<file path="src/gpcp_pkg.sv">
// constants, types and register map of the gpio port with pin change flags
package gpcp_pkg;
  localparam int NPORT    = 4;
  localparam int PORT_W   = 8;
  localparam int NPIN     = 32;
  localparam int NGROUP   = 4;
  localparam int ADDR_W   = 10;
  localparam int DATA_W   = 32;
  localparam int IDX_W    = 8;
  localparam int SEL_W    = 5;

  // register indices, byte address is four times the index
  localparam logic [7:0] IDX_IN_BASE     = 8'h00;
  localparam logic [7:0] IDX_DIR_BASE    = 8'h01;
  localparam logic [7:0] IDX_OUT_BASE    = 8'h02;
  localparam logic [7:0] IDX_PORT_STRIDE = 8'h03;
  localparam logic [7:0] IDX_MCU_CTRL    = 8'h35;
  localparam logic [7:0] IDX_GRP_FLAGS   = 8'h3b;
  localparam logic [7:0] IDX_BIT_OP      = 8'h3c;
  localparam logic [7:0] IDX_GRP_CTRL    = 8'h68;
  localparam logic [7:0] IDX_MASK0       = 8'h6b;
  localparam logic [7:0] IDX_MASK1       = 8'h6c;
  localparam logic [7:0] IDX_MASK2       = 8'h6d;
  localparam logic [7:0] IDX_MASK3       = 8'h73;

  // field positions
  localparam int PUD_BIT      = 4;
  localparam int BOP_PIN_LSB  = 0;
  localparam int BOP_PORT_LSB = 3;
  localparam int BOP_TGT_LSB  = 5;
  localparam int BOP_SET_BIT  = 7;

  // reset values
  localparam logic [7:0]  RST_BYTE = 8'h00;
  localparam logic [31:0] RST_WORD = 32'h0000_0000;
  localparam logic [3:0]  RST_NIB  = 4'h0;

  // target of a single-bit operation
  typedef enum logic [1:0] {
    BOP_DIR,
    BOP_OUT,
    BOP_TOGGLE,
    BOP_NONE
  } gpcp_bop_tgt_t;

  // drive towards the pad ring
  typedef struct packed {
    logic [NPIN-1:0] oe;
    logic [NPIN-1:0] out;
    logic [NPIN-1:0] pull;
  } gpcp_pin_drive_t;
endpackage

</file>
<file path="src/gpcp_top.sv">
// four 8-bit gpio ports with pin change group flags on avalon-mm
//
// Chosen here: the Avalon-MM slave port.
`timescale 1ns/1ps
module gpcp_top (
  // clock and reset
  input  wire logic                     i_core_clk,
  input  wire logic                     i_reset_n,
  // avalon-mm slave
  input  wire logic [gpcp_pkg::ADDR_W-1:0] i_address,
  input  wire logic                     i_read,
  input  wire logic                     i_write,
  input  wire logic [3:0]               i_byteenable,
  input  wire logic [gpcp_pkg::DATA_W-1:0] i_writedata,
  output logic [gpcp_pkg::DATA_W-1:0]   o_readdata,
  output logic                          o_waitrequest,
  // processor interrupt side
  input  wire logic                     i_global_irq_en,
  input  wire logic [3:0]               i_vector_ack,
  output logic [3:0]                    o_irq_req,
  // pins
  input  wire logic [gpcp_pkg::NPIN-1:0] i_pin,
  output gpcp_pkg::gpcp_pin_drive_t     o_pin_drive
);

  logic                          wait_q;
  logic [gpcp_pkg::DATA_W-1:0]   rdata_q;
  logic [gpcp_pkg::NPIN-1:0]     dir_q;
  logic [gpcp_pkg::NPIN-1:0]     dir_d;
  logic [gpcp_pkg::NPIN-1:0]     out_q;
  logic [gpcp_pkg::NPIN-1:0]     out_d;
  logic                          pud_q;
  logic [3:0]                    grp_en_q;
  logic [3:0]                    flag_q;
  logic [3:0]                    flag_d;
  logic [3:0]                    grp_set;
  logic [3:0]                    grp_clr;
  logic [3:0]                    irq_q;
  logic [7:0]                    mask_q [gpcp_pkg::NGROUP];
  logic [gpcp_pkg::NPIN-1:0]     sync1_q;
  logic [gpcp_pkg::NPIN-1:0]     sync2_q;
  logic [gpcp_pkg::NPIN-1:0]     sync3_q;
  logic [gpcp_pkg::NPIN-1:0]     pin_q;
  logic [gpcp_pkg::NPIN-1:0]     prev_q;
  logic [gpcp_pkg::NPIN-1:0]     agree;
  logic [gpcp_pkg::NPIN-1:0]     change;
  gpcp_pkg::gpcp_pin_drive_t     drive_q;
  logic [gpcp_pkg::IDX_W-1:0]    idx;
  logic [7:0]                    wb;
  logic                          wr_go;
  logic                          rd_go;
  logic [gpcp_pkg::DATA_W-1:0]   rd_mux;
  logic [gpcp_pkg::SEL_W-1:0]    bop_sel;
  gpcp_pkg::gpcp_bop_tgt_t       bop_tgt;

  assign idx     = i_address[gpcp_pkg::ADDR_W-1:2];
  assign wb      = i_writedata[7:0];
  // writes take effect at the edge where waitrequest is seen low
  assign wr_go   = i_write & ~wait_q & i_byteenable[0];
  assign rd_go   = i_read & wait_q;
  assign bop_sel = wb[gpcp_pkg::BOP_TGT_LSB-1:gpcp_pkg::BOP_PIN_LSB];
  assign bop_tgt = gpcp_pkg::gpcp_bop_tgt_t'(
                     wb[gpcp_pkg::BOP_SET_BIT-1:gpcp_pkg::BOP_TGT_LSB]);

  // bus handshake: one wait cycle, then the answer
  always_ff @(posedge i_core_clk) begin
    if (!i_reset_n) begin
      wait_q <= 1'b1;
    end else begin
      wait_q <= ~((i_read | i_write) & wait_q);
    end
  end

  // next direction and output data
  always_comb begin
    dir_d = dir_q;
    out_d = out_q;
    for (int p = 0; p < gpcp_pkg::NPORT; p++) begin
      if (wr_go && idx == 8'(gpcp_pkg::IDX_DIR_BASE
                             + gpcp_pkg::IDX_PORT_STRIDE * p)) begin
        dir_d[p*gpcp_pkg::PORT_W +: gpcp_pkg::PORT_W] = wb;
      end
      if (wr_go && idx == 8'(gpcp_pkg::IDX_OUT_BASE
                             + gpcp_pkg::IDX_PORT_STRIDE * p)) begin
        out_d[p*gpcp_pkg::PORT_W +: gpcp_pkg::PORT_W] = wb;
      end
      if (wr_go && idx == 8'(gpcp_pkg::IDX_IN_BASE
                             + gpcp_pkg::IDX_PORT_STRIDE * p)) begin
        out_d[p*gpcp_pkg::PORT_W +: gpcp_pkg::PORT_W] =
          out_q[p*gpcp_pkg::PORT_W +: gpcp_pkg::PORT_W] ^ wb;
      end
    end
    if (wr_go && idx == gpcp_pkg::IDX_BIT_OP) begin
      case (bop_tgt)
        gpcp_pkg::BOP_DIR: begin
          dir_d[bop_sel] = wb[gpcp_pkg::BOP_SET_BIT];
        end
        gpcp_pkg::BOP_OUT: begin
          out_d[bop_sel] = wb[gpcp_pkg::BOP_SET_BIT];
        end
        gpcp_pkg::BOP_TOGGLE: begin
          out_d[bop_sel] = ~out_q[bop_sel];
        end
        default: begin
          dir_d = dir_q;
        end
      endcase
    end
  end

  always_ff @(posedge i_core_clk) begin
    if (!i_reset_n) begin
      dir_q <= gpcp_pkg::RST_WORD;
      out_q <= gpcp_pkg::RST_WORD;
    end else begin
      dir_q <= dir_d;
      out_q <= out_d;
    end
  end

  // control registers
  always_ff @(posedge i_core_clk) begin
    if (!i_reset_n) begin
      pud_q    <= 1'b0;
      grp_en_q <= gpcp_pkg::RST_NIB;
    end else begin
      if (wr_go && idx == gpcp_pkg::IDX_MCU_CTRL) begin
        pud_q <= wb[gpcp_pkg::PUD_BIT];
      end
      if (wr_go && idx == gpcp_pkg::IDX_GRP_CTRL) begin
        grp_en_q <= wb[3:0];
      end
    end
  end

  always_ff @(posedge i_core_clk) begin
    if (!i_reset_n) begin
      for (int g = 0; g < gpcp_pkg::NGROUP; g++) begin
        mask_q[g] <= gpcp_pkg::RST_BYTE;
      end
    end else if (wr_go) begin
      case (idx)
        gpcp_pkg::IDX_MASK0: begin
          mask_q[0] <= wb;
        end
        gpcp_pkg::IDX_MASK1: begin
          mask_q[1] <= wb;
        end
        gpcp_pkg::IDX_MASK2: begin
          mask_q[2] <= wb;
        end
        gpcp_pkg::IDX_MASK3: begin
          mask_q[3] <= wb;
        end
        default: begin
          mask_q[0] <= mask_q[0];
        end
      endcase
    end
  end

  assign agree = ~(sync2_q ^ sync3_q);
  always_ff @(posedge i_core_clk) begin
    if (!i_reset_n) begin
      sync1_q <= gpcp_pkg::RST_WORD;
      sync2_q <= gpcp_pkg::RST_WORD;
      sync3_q <= gpcp_pkg::RST_WORD;
      pin_q   <= gpcp_pkg::RST_WORD;
      prev_q  <= gpcp_pkg::RST_WORD;
    end else begin
      sync1_q <= i_pin;
      sync2_q <= sync1_q;
      sync3_q <= sync2_q;
      pin_q   <= (sync3_q & agree) | (pin_q & ~agree);
      prev_q  <= pin_q;
    end
  end

  assign change = pin_q ^ prev_q;

  // group set and clear terms
  always_comb begin
    for (int g = 0; g < gpcp_pkg::NGROUP; g++) begin
      grp_set[g] = grp_en_q[g]
                   & |(change[g*gpcp_pkg::PORT_W +: gpcp_pkg::PORT_W]
                       & mask_q[g]);
      grp_clr[g] = (wr_go && idx == gpcp_pkg::IDX_GRP_FLAGS && wb[g])
                   | i_vector_ack[g];
    end
    flag_d = grp_set | (flag_q & ~grp_clr);
  end

  always_ff @(posedge i_core_clk) begin
    if (!i_reset_n) begin
      flag_q <= gpcp_pkg::RST_NIB;
    end else begin
      flag_q <= flag_d;
    end
  end

  always_ff @(posedge i_core_clk) begin
    if (!i_reset_n) begin
      irq_q <= gpcp_pkg::RST_NIB;
    end else begin
      irq_q <= flag_q & grp_en_q & {4{i_global_irq_en}};
    end
  end

  // pin drive
  always_ff @(posedge i_core_clk) begin
    if (!i_reset_n) begin
      drive_q.oe   <= gpcp_pkg::RST_WORD;
      drive_q.out  <= gpcp_pkg::RST_WORD;
      drive_q.pull <= gpcp_pkg::RST_WORD;
    end else begin
      drive_q.oe   <= dir_q;
      drive_q.out  <= out_q;
      drive_q.pull <= ~dir_q & out_q & {gpcp_pkg::NPIN{~pud_q}};
    end
  end

  // read mux
  always_comb begin
    rd_mux = gpcp_pkg::RST_WORD;
    case (idx)
      gpcp_pkg::IDX_MCU_CTRL: begin
        rd_mux[gpcp_pkg::PUD_BIT] = pud_q;
      end
      gpcp_pkg::IDX_GRP_FLAGS: begin
        rd_mux[3:0] = flag_q;
      end
      gpcp_pkg::IDX_GRP_CTRL: begin
        rd_mux[3:0] = grp_en_q;
      end
      gpcp_pkg::IDX_MASK0: begin
        rd_mux[7:0] = mask_q[0];
      end
      gpcp_pkg::IDX_MASK1: begin
        rd_mux[7:0] = mask_q[1];
      end
      gpcp_pkg::IDX_MASK2: begin
        rd_mux[7:0] = mask_q[2];
      end
      gpcp_pkg::IDX_MASK3: begin
        rd_mux[7:0] = mask_q[3];
      end
      default: begin
        rd_mux = gpcp_pkg::RST_WORD;
      end
    endcase
    for (int p = 0; p < gpcp_pkg::NPORT; p++) begin
      if (idx == 8'(gpcp_pkg::IDX_IN_BASE
                    + gpcp_pkg::IDX_PORT_STRIDE * p)) begin
        rd_mux[7:0] = pin_q[p*gpcp_pkg::PORT_W +: gpcp_pkg::PORT_W];
      end
      if (idx == 8'(gpcp_pkg::IDX_DIR_BASE
                    + gpcp_pkg::IDX_PORT_STRIDE * p)) begin
        rd_mux[7:0] = dir_q[p*gpcp_pkg::PORT_W +: gpcp_pkg::PORT_W];
      end
      if (idx == 8'(gpcp_pkg::IDX_OUT_BASE
                    + gpcp_pkg::IDX_PORT_STRIDE * p)) begin
        rd_mux[7:0] = out_q[p*gpcp_pkg::PORT_W +: gpcp_pkg::PORT_W];
      end
    end
  end

  always_ff @(posedge i_core_clk) begin
    if (!i_reset_n) begin
      rdata_q <= gpcp_pkg::RST_WORD;
    end else if (rd_go) begin
      rdata_q <= rd_mux;
    end
  end

  assign o_readdata    = rdata_q;
  assign o_waitrequest = wait_q;
  assign o_irq_req     = irq_q;
  assign o_pin_drive   = drive_q;

endmodule

</file>
<file path="config.mk">
export PLATFORM = sky130hd
export DESIGN_NAME = gpcp_top
export DESIGN_NICKNAME = d
export VERILOG_FILES = /design/src/gpcp_pkg.sv /design/src/gpcp_top.sv
export SDC_FILE = /design/constraint.sdc
export NUM_CORES = 1
export LEC_CHECK = 0
export BUFFER_PORTS_ARGS = -buffer_cell sky130_fd_sc_hd__buf_2
export CAP_MARGIN = 10
export CORE_UTILIZATION = 41
export CTS_CLUSTER_SIZE = 28
export DETAILED_ROUTE_END_ITERATION = 8
export PLACE_DENSITY = 0.61
export SLEW_MARGIN = 20
export SYNTH_ARGS = -nofsm -noshare
export SYNTH_HDL_FRONTEND = slang
export SYNTH_SLANG_ARGS = --single-unit
</file>
<file path="constraint.sdc">
create_clock -name i_core_clk -period 2.2 [get_ports i_core_clk]
set_input_delay 0 -clock i_core_clk [delete_from_list [all_inputs] [get_ports i_core_clk]]
set_output_delay 0 -clock i_core_clk [all_outputs]
set_load 0.02 [all_outputs]
</file>
# Word level (Yosys, flattened, before mapping)
# Memory sizes are Yosys's and may differ from the RTL's.
# Index checks and enable logic that the tools add are counted.
# totals
regBits	342
ramBits	32
inputBits	87
output_inout_bits	133
elab_cells	179
n_memories	1
# op_classes
magnitude_cmp	2
n_eq_ne	22
muxes	64
n_bitwise	45
reduce_logical	29
# memory_table
memory	depth	word_bits	rd	rd_ports_with_merged_regs	wr	line	rtl
mask_q	4	8	4	0	4	gpcp_top.sv:39	logic [7:0] mask_q [gpcp_pkg::NGROUP];
# ops
operator	n
$mux 8	29
$and 32x32->32	4
$pmux 32 s2	2
$bwmux 32	3
$not 32->32	3
$mux 32	2
$xor 32x32->32	2
$eq 8x7->1 const B	5
$and 8x8->8	4
$eq 8x3->1 const B	4
$eq 8x4->1 const B	4
$or 32x32->32	1
$reduce_or 8->1	4
$xor 8x8->8	4
$eq 8x6->1 const B	3
$pmux 4 s6	1
$mux 1	23
$logic_and 1x1->1	21
$eq 8x2->1 const B	2
$and 4x4->4	3
$pmux 3 s4	1
$or 1x1->1	10
$and 1x1->1	8
$eq 8x1->1 const B	1
other kinds (15)	18

# Depth between registers and ports, before layout
# Gate-level depths: netlist of run 1.
# logic_depth
word_depth	14
depth_mapped	10
mapped_depth_nobuf	7

# Least setup slack after synthesis of run 1
# Ideal clock, no wire load.
# synth_path
kind	reg2reg
start	reg wait_q, in the netlist o_waitrequest
end	mem mask_q[2][0] (enable)
setup_time_ps	387
t_arrival_ps	1973
required_time_ps	1813
path_slack_ps	-160
path_stages_with_launch	5
path_buffers	2
synth_period_minus_slack_ps	2360
path_cell_list	dfxtp_1 nand3b_1 buf_2 clkbuf_1 o31ai_1
# synth_rtl
item	line	rtl
start, declared	gpcp_top.sv:26	logic wait_q;
start signal, assigned	gpcp_top.sv:70	wait_q <= ~((i_read | i_write) & wait_q);
end, declared	gpcp_top.sv:39	

# Worst setup path after layout of run 1
# layout_path
start	reg wait_q, in the netlist o_waitrequest
end	reg out_q[10] in the netlist's numbering
# layout_between
elab_chain_cells	9
elab_cells_between_ends	12
classes_between	6 x mux; 3 x bitwise; 3 x reduce/logical
# layout_rtl
item	line	rtl
$not 1->1 *	gpcp_top.sv:59	assign wr_go = i_write & ~wait_q & i_byteenable[0];
$and 1x1->1 * (2 in series)	gpcp_top.sv:59	
$logic_and 1x1->1	gpcp_top.sv:83	if (wr_go && idx == 8'(gpcp_pkg::IDX_OUT_BASE
$mux 8	gpcp_top.sv:83	
$mux 8	gpcp_top.sv:87	if (wr_go && idx == 8'(gpcp_pkg::IDX_IN_BASE
$bwmux 32 (on tied branches)	gpcp_top.sv:102, gpcp_top.sv:99	
$pmux 32 s2	gpcp_top.sv:94	case (bop_tgt)
$mux 32 *	gpcp_top.sv:93	if (wr_go && idx == gpcp_pkg::IDX_BIT_OP) begin
end signal, assigned	gpcp_top.sv:114	out_q <= gpcp_pkg::RST_WORD;
end signal, assigned	gpcp_top.sv:117	out_q <= out_d;
end, declared	gpcp_top.sv:30	logic [gpcp_pkg::NPIN-1:0] out_q;
# Mark *: on every way between the ends. The rest lies on a longest branch, timed or not.
# A chain may end at the register's enable or synchronous reset.

==> results of run 1 <==
[routing by layer]
layer	up-vias	GRT usage (%)	wire [microns]
li1	6933	-	-
met3	151	4.34	4220
met1	7141	36.6	25200
met2	648	46.2	27700
met5	-	0	11
met4	2	14.4	2870
[final cells by class]
cell class / instances / share of cell area, %
Antenna cell: 1 / 0.0120
Clock buffer: 59 / 5.80
Clock inverter: 12 / 0.775
Inverter: 12 / 0.216
Multi-Input combinational cell: 1278 / 39.8
Sequential cell: 374 / 37.5
Tap cell: 525 / 3.15
Timing Repair Buffer: 384 / 12.8
[per-stage QoR]
step           hold slack (ns)  TNS [ns]  setup slack (ns)  util (%)
6_report                0.0703         0             0.242      51.9
5_1_grt                 0.0710         0            0.0265      51.9
4_1_cts                 0.0199         0             0.244      51.9
3_5_place_dp             0.209         0             0.124      47.5
3_3_place_gp             0.205         0             0.130      47.5
2_1_floorplan            0.116     -1.47           -0.0919         -
[placed cells by master, fill, tap and decap left out, drive strengths merged, types with 21 or more instances in the layout]
master and count:
buf 343, dfxtp 342, and2 214, nand2 177, o21ai 129, nor2 74, clkbuf 59, a21oi 47
mux2 42, mux2i 41, dlygate4sd3 41, xor2 40, nor3b 37, nor2b 36, a31oi 35, nor3 34
a21boi 32, edfxtp 32, conb 24, nand4 23, o31ai 23, a22oi 22, and3 21
[worst max-delay path: stages, from the launching register on]
cell and delay [ns]:
dfxtp_1 0.34, nand3b_1 0.30, buf_4 0.27, o41ai_1 0.47, a21oi_1 0.08, o31ai_1 0.30, a31oi_1 0.06
[flip-flops by register name (all words and copies together), names as in the netlist, named ones only]
| name | count |
|---|---|
| dir_q | 32 |
| flag_q | 4 |
| grp_en_q | 4 |
| mask_q | 32 |
| o_irq_req | 4 |
| o_pin_drive | 96 |
| o_readdata | 8 |
| o_waitrequest | 1 |
| out_q | 32 |
| prev_q | 32 |
| pud_q | 1 |
| sync1_q | 32 |
| sync2_q | 32 |
| sync3_q | 32 |
[report_power, final]
| group | internal [mW] | leakage, nW | switching [mW] |
|---|---|---|---|
| registers | 6.96 | 3.10 | 0.0533 |
| clock network | 4.07 | 0.675 | 2.81 |
| logic | 0.384 | 4.81 | 0.695 |
[logic make-up (layout without fill, tap and decap cells)]
group,Yosys count,after routing
AOI/OAI and AO/OA,412,412
other,1,25
DFF,374,374
xor gates and xnor gates,47,47
buffers and inverters,181,467
muxes,92,92
adders and majority gates,3,3
and+or+nand+nor,700,700
[worst max-delay path by stage]
stage,start,end,slack (ns)
floorplan,o_waitrequest,mask_q[0][0],-0.09
global placement,i_address[9],out_q[10],0.13
detailed placement,i_address[9],out_q[10],0.12
CTS,o_waitrequest,out_q[10],0.24
global route,o_waitrequest,out_q[14],0.03
finish,o_waitrequest,out_q[10],0.24
[Yosys cell counts (19+ instances only)]
| library cell | number | area (sq um) |
|---|---|---|
| a21boi_0 | 32 | 240 |
| a21oi_1 | 47 | 235 |
| a22oi_1 | 22 | 165 |
| a31oi_1 | 35 | 219 |
| and2_1 | 213 | 1330 |
| and3_1 | 21 | 131 |
| buf_2 | 26 | 130 |
| buf_4 | 24 | 180 |
| clkbuf_1 | 104 | 390 |
| dfxtp_1 | 342 | 6850 |
| edfxtp_1 | 32 | 961 |
| mux2_2 | 30 | 338 |
| mux2i_1 | 41 | 410 |
| nand2_1 | 177 | 664 |
| nand3_1 | 19 | 95.1 |
| nand4_1 | 23 | 144 |
| nor2_1 | 72 | 270 |
| nor2b_1 | 36 | 225 |
| nor3_1 | 32 | 160 |
| nor3b_1 | 36 | 270 |
| o21ai_0 | 117 | 586 |
| o31ai_1 | 23 | 173 |
| xor2_1 | 40 | 350 |
==> flow_summary.yaml, run 1 <==
outcome:
  status: "completed"
drt:
  vias: 14900
  post_drt_wl_per_cell_microns: 22.7
  antenna_left: 0
  viasPerCell: 5.62
  drc: 0
  first_pass_iters: 5
  drt_iter0_markers: 1176
  wl_microns: 60000
critical_path:
  r2r-start: "o_waitrequest"
  r2r_cells: 6
  r2r_end: "out_q[10]"
  cp-end-kind: "flop"
  critPathLaunchType: "flop"
  crit_arrival_ns: 2.40
  timing.reg2reg.setup_slack_ns: 0.24
  crit_type: "reg -> reg"
  crit_required_ns: 2.64
  crit_fanout: 14
floorplanning:
  coreArea_sq_um: 40100
  die_w_microns: 204
  die_h_microns: 204
  initial_core_util_pct: 41.9
  fp.dieArea_sq_um: 41800
  rows: 73
  io_pins: 220
min_path:
  hold-path-cell-count: 5
  hold_class: "in -> reg"
  min_to: "dir_q[23]"
  min-delay-start: "i_writedata[6]"
yosys:
  synth_fa_ha_area_share_pct: 0.223
  ys_types: 83
  synth.yosys.seq_area_share_pct: 46.4
  synthCells: 1810
  yosysWarnings: 0
  synthArstFlopShare_pct: 0
  synth_compound_area_share_pct: 16.4
  synth_area_per_cell_sq_um: 9.29
  synth_top_family_by_area: "simple AND/OR/NAND/NOR gates"
  ys_ff_latch: 374
  synth_edf_count: 32
  synth-xor-area-share_pct: 2.45
  synth_ff_type: "dfxtp_1"
  synth_mux_area_share_pct: 6.46
  yosys.area_share.simple_pct: 23.0
  synth_area_sq_um: 16800
place:
  place_hpwl_microns: 43200
  placed_cell_area_sq_um: 19000
  dp.cells: 2532
  gp_congestion: 1.01
  port_buffers: 166
cts:
  clock_latency_ns: 0.58
  cts_sinks: 374
  cts_hold_buf: 41
  cts.clk_slew.worst_paths_ns: 0.06
  cts_tree: "yes"
  clk_path_buf_depth: 3
  clockRootBuffer: "clkbuf_16"
  cts_htree_levels: 2
  cts_buffers: 40
  postCtsSetupRepairBufs: 0
  ctsResizeCount: 0
global_routing:
  grt_pass1_wl_microns: 88500
  antenna_found_initial: 3
  grt_use_total_pct: 28.5
  grt_pass1_vias: 14200
  grt_start_max_net_pins: 87
  grt-ovfl-total: 0
layout:
  fin_nets: 2180
  syn_to_final_growth_pct: 23.9
  nFillCells: 3770
  multi_input_area_sq_um: 8280
  stdcell_area_sq_um: 20800
  ff_latch_area_sq_um: 7810
  fin_cells: 2645
  drive_above_1_share_pct: 22.2
timing:
  fmax_mhz: 511
  hold_viol_final: 0
  clock_skew_ns: 0.0215
  slew_violations: 0
  rsz0062_at_grt: "no"
  slew_headroom_pct: 51.1
  period_share_pct: 89.0
  worst_slew_pin_slew_ns: 0.732
  finalSetupViolations: 0
  min_period_ns: 1.96
job:
  drv_cap: 0
power_and_ir_drop:
  power.density_nw_per_um2: 719
  p_leak_nw: 8.59
  power_mw: 15.0
  max-vdd-ir-drop_mv: 0.538
Note: power is estimated with default switching activity, not from simulation.
==> run 2, diff against run 1 <==
PLACE_DENSITY = 0.59   (was 0.61)
clock period = 2.35 ns   (was 2.2 ns; I/O delays follow)
==> flow_summary.yaml, run 2 (synthesized netlist as in run 1, its figures left out) <==
floorplanning:
  rows: 73
  fp.dieArea_sq_um: 41800
  coreArea_sq_um: 40100
  io_pins: 220
  initial_core_util_pct: 41.9
  die_w_microns: 204
  die_h_microns: 204
critical_path:
  critical-path-slowest-cell: "and3b_1"
  r2r-start: "o_waitrequest"
  cp_cell_sequence: "and3b_1 -> buf_12 -> nand4_1 -> buf_4 -> nor3_1 -> o31ai_1 -> a31oi_1"
  slowest_delay_ns: 0.43
  cp-end-kind: "flop"
  timing.reg2reg.setup_slack_ns: 0.16
  critPathLaunchType: "flop"
  r2r_end: "out_q[31]"
  r2r_cells: 7
  crit_arrival_ns: 2.70
  crit_end: "out_q[31]"
  critPathLaunch: "o_waitrequest"
  crit_fanout: 14
  crit_required_ns: 2.86
  crit_type: "reg -> reg"
job:
  drv_cap: 0
cts:
  clk_path_buf_depth: 3
  cts_sinks: 374
  cts_htree_levels: 2
  postCtsSetupRepairBufs: 0
  cts_tree: "yes"
  cts.clk_slew.worst_paths_ns: 0.06
  cts_buffers: 41
  clockRootBuffer: "clkbuf_16"
  clock_latency_ns: 0.59
drt:
  viasPerCell: 5.62
  vias: 14700
  drt_iter0_markers: 1204
  drc: 0
  post_drt_wl_per_cell_microns: 22.5
  first_pass_iters: 5
  wl_microns: 58900
  antenna_left: 0
global_routing:
  grt_pass1_wl_microns: 87000
  antenna_found_initial: 4
  grt_start_max_net_pins: 152
  grt_use_total_pct: 28.0
  grt-ovfl-total: 0
  grt_pass1_vias: 14000
place:
  gp_congestion: 0.998
  place_hpwl_microns: 42300
  dp.cells: 2500
  port_buffers: 166
power_and_ir_drop:
  max-vdd-ir-drop_mv: 0.566
  power.density_nw_per_um2: 687
  p_leak_nw: 8.42
timing:
  fmax_mhz: 456
  rsz0062_at_grt: "no"
  finalSetupTns_ns: 0
  slew_headroom_pct: 38.4
  finalSetupViolations: 0
  period_share_pct: 93.2
  clock_skew_ns: 0.0240
  slew_violations: 0
  hold_viol_final: 0
  worst_slew_pin_slew_ns: 0.924
  min_period_ns: 2.19
layout:
  most-common-layout-cells: "dfxtp_1 (342), and2_1 (213), nand2_1 (177)"
  largest_reg_flops: 96
  nFillCells: 3761
  layout_commonest_cell: "dfxtp_1"
  syn_to_final_growth_pct: 22.4
  drive_above_1_share_pct: 21.3
  fin_nets: 2148
  fin_cells: 2617
min_path:
  hold_class: "in -> reg"
outcome:
  status: "completed"
-- run 2: worst max-delay path, delay by kind of cell (launching register included) --
| kind | cells | cell delay, ns |
|---|---|---|
| buffers and inverters | 2 | 0.49 |
| and+or+nand+nor | 3 | 0.94 |
| DFF | 1 | 0.40 |
| AOI/OAI and AO/OA | 2 | 0.28 |
-- run 2: layer usage --
metal	global-route usage (%)	part of all wire, %
met5	0	0.022
met4	13.3	4.4
met1	35.6	42
met3	5.20	7.4
met2	45.6	47
-- run 2: final cells by class --
class                           instances  area, sq um  share of cell area [%]
Multi-Input combinational cell       1278         8280                    40.2
Sequential cell                       374         7810                    38.0
Timing Repair Buffer                  351         2390                    11.6
Clock buffer                           54         1210                    5.88
Tap cell                              525          657                    3.19
Clock inverter                         20          181                   0.882
Inverter                               12         45.0                   0.219
Antenna cell                            3         7.51                  0.0365
-- run 2: timing repair --
item | 4_1_cts | 5_1_grt
resized for setup | 0 | 0
endpoints found under the hold margin | 51 | 0
endpoints found under the setup margin | 0 | 0
hold buffers | 40 | 0
-- run 2: where the power goes --
part           internal [mW]  switching (mW)  leakage [nW]
registers               6.52          0.0496          3.10
clock network           3.87            2.70         0.690
logic                  0.343           0.646          4.63
-- run 2: per-stage QoR --
step | setup slack (ns) | cell area (sq um) | hold slack (ns) | utilization [%] | total power [mW]
after floorplan | 0.0112 | 16900 | 0.116 | - | 7.25
after global placement | 0.115 | 18800 | 0.205 | 46.8 | 7.61
after detailed placement | 0.141 | 18800 | 0.209 | 46.8 | 7.62
after CTS | 0.200 | 20600 | 0.0153 | 51.3 | 14.3
after global routing | 0.0635 | 20600 | 0.0550 | 51.3 | 14.6
final | 0.159 | 20600 | 0.0377 | 51.3 | 14.1
-- run 2: worst min path at each step --
stage                    from             to  slack [ns]  depth (start not counted)
2_1_floorplan          i_read  o_waitrequest        0.12                          1
3_3_place_gp        i_pin[16]    sync1_q[16]        0.21                          2
3_5_place_dp        i_pin[27]    sync1_q[27]        0.21                          2
4_1_cts        i_writedata[6]      dir_q[23]        0.02                          5
5_1_grt        i_writedata[6]   mask_q[1][6]        0.05                          4
6_report       i_writedata[6]      dir_q[23]        0.04                          5
==> run 3, diff against run 2 <==
CELL_PAD_IN_SITES_DETAIL_PLACEMENT = 0   (was not set)
CELL_PAD_IN_SITES_GLOBAL_PLACEMENT = 2   (was not set)
CORE_UTILIZATION = 39   (was 41)
PLACE_DENSITY = 0.84   (was 0.59)
==> flow_summary.yaml, run 3 (synthesized netlist as in run 1, its figures left out) <==
outcome:
  status: "completed"
timing:
  slew_violations: 0
  finalSetupTns_ns: 0
  finalSetupViolations: 0
  worst_slew_pin_slew_ns: 0.781
  hold_viol_final: 0
  period_share_pct: 86.7
  slew_headroom_pct: 47.9
  clock_skew_ns: 0.0234
  rsz0062_at_grt: "no"
  min_period_ns: 2.04
  fmax_mhz: 491
cts:
  cts_sinks: 374
  clock_latency_ns: 0.59
  cts_htree_levels: 2
  cts_tree: "yes"
  clockRootBuffer: "clkbuf_16"
  postCtsSetupRepairBufs: 0
  clk_path_buf_depth: 3
  cts.clk_slew.worst_paths_ns: 0.06
  cts_buffers: 41
layout:
  syn_to_final_growth_pct: 22.4
  antenna_cells: 0
  fin_cells: 2626
  layout_commonest_cell: "dfxtp_1"
  fin_nets: 2147
  multi_input_area_sq_um: 8280
  drive_above_1_share_pct: 20.8
  stdcell_area_sq_um: 20600
  ff_latch_area_sq_um: 7810
  most-common-layout-cells: "dfxtp_1 (342), and2_1 (213), nand2_1 (177)"
  nFillCells: 4084
  largest_reg_flops: 96
drt:
  first_pass_iters: 6
  drt_iter0_markers: 1370
  viasPerCell: 5.58
  post_drt_wl_per_cell_microns: 23.0
  antenna_left: 0
  vias: 14700
  drc: 0
  wl_microns: 60300
power_and_ir_drop:
  internal_power_mw: 10.9
  sw_frac_of_total_pct: 23.5
  p_leak_nw: 8.41
  power.density_nw_per_um2: 692
  p_sw_mw: 3.35
  comb_power_share_pct: 7.0
  power_mw: 14.2
  power.share.sequential_pct: 46.1
  max-vdd-ir-drop_mv: 0.568
  clkPwrFrac_pct: 46.9
floorplanning:
  die_h_microns: 210
  fp.dieArea_sq_um: 43900
  initial_core_util_pct: 39.8
  rows: 75
  io_pins: 220
  coreArea_sq_um: 42200
  die_w_microns: 210
min_path:
  min-delay-start: "i_writedata[4]"
  hold_class: "in -> reg"
critical_path:
  crit_arrival_ns: 2.53
  crit_type: "reg -> reg"
  crit_fanout: 22
  r2r-start: "o_waitrequest"
  cp_cell_sequence: "nand3b_1 -> buf_4 -> o41ai_1 -> xor2_1 -> o21ai_0 -> a31oi_1"
  critPathLaunch: "o_waitrequest"
  slowest_delay_ns: 0.45
  cp-end-kind: "flop"
  crit_required_ns: 2.84
  critical-path-slowest-cell: "o41ai_1"
  critPathLaunchType: "flop"
global_routing:
  grt_pass1_wl_microns: 90000
  grt-ovfl-total: 0
  grt_start_max_net_pins: 68
  grt_pass1_vias: 14200
  antenna_found_initial: 0
  grt_use_total_pct: 27.3
place:
  placed_cell_area_sq_um: 18800
  dp.cells: 2512
  gp_congestion: 0.967
  port_buffers: 166
  place_hpwl_microns: 43300
job:
  drv_cap: 0
[run 3: cell types whose count changed in the layout (fill, tap and decap cells not counted), moves of 3 or more]
cell | before | now
clkbuf_1 | 3 | 10
clkinv_2 | 9 | 3
diode_2 | 3 | 0
inv_6 | 3 | 0
[run 3: per-layer routing]
metal | wire length, microns | GRT usage [%] | part of all wire [%]
met5 | 0 | 0 | 0
met4 | 2360 | 11.4 | 3.9
met3 | 4580 | 6.19 | 7.6
met2 | 28500 | 45.3 | 47
met1 | 24800 | 34.2 | 41
[run 3: power by group through the flow]
| stage | Clock [mW] | Combinational (mW) | Sequential, mW |
|---|---|---|---|
| floorplan | 0 | 0.559 | 6.70 |
| global placement | 0 | 0.917 | 6.71 |
| detailed placement | 0 | 0.924 | 6.71 |
| CTS | 6.84 | 0.977 | 6.57 |
| global route | 7.09 | 1.06 | 6.58 |
| finish | 6.68 | 0.998 | 6.57 |
[run 3: final cells by class]
cell class | count | share of cell area [%]
clock buffers | 61 | 5.89
flip-flops and latches | 374 | 37.9
clock inverters | 12 | 0.954
multi-input cells | 1278 | 40.2
repair buffers | 350 | 11.5
well taps | 539 | 3.28
inverters | 12 | 0.219
[run 3: through the flow]
step	setup slack [ns]	utilization (%)	hold slack, ns
after floorplan	0.0112	-	0.116
after global placement	0.221	44.4	0.206
after detailed placement	0.202	44.4	0.209
after CTS	0.331	48.7	0.00915
after global routing	0.176	48.7	0.0451
final	0.313	48.7	0.0522
[run 3: path summary, 6_finish.rpt]
check	end	slack, ns	cells after the start
setup / recovery	out_q[16]	0.31	6
hold / removal	out_q[12]	0.05	4
setup reg to reg	out_q[16]	0.31	6
hold reg to reg	sync2_q[7]	0.43	1
[run 3: worst max-delay path: cells and delay by family (launching register included)]
family | cells | cell delay, ns
buffers and inverters | 1 | 0.30
AND/OR/NAND/NOR | 1 | 0.31
XOR/XNOR | 1 | 0.22
flip-flops | 1 | 0.38
AO/OA/AOI/OAI | 3 | 0.76
[run 3: what timing repair did]
item | in CTS | in global routing
setup endpoints to repair | 0 | 0
hold buffers | 41 | 0
gates resized for setup | 0 | 0
endpoints found under the hold margin | 62 | 0
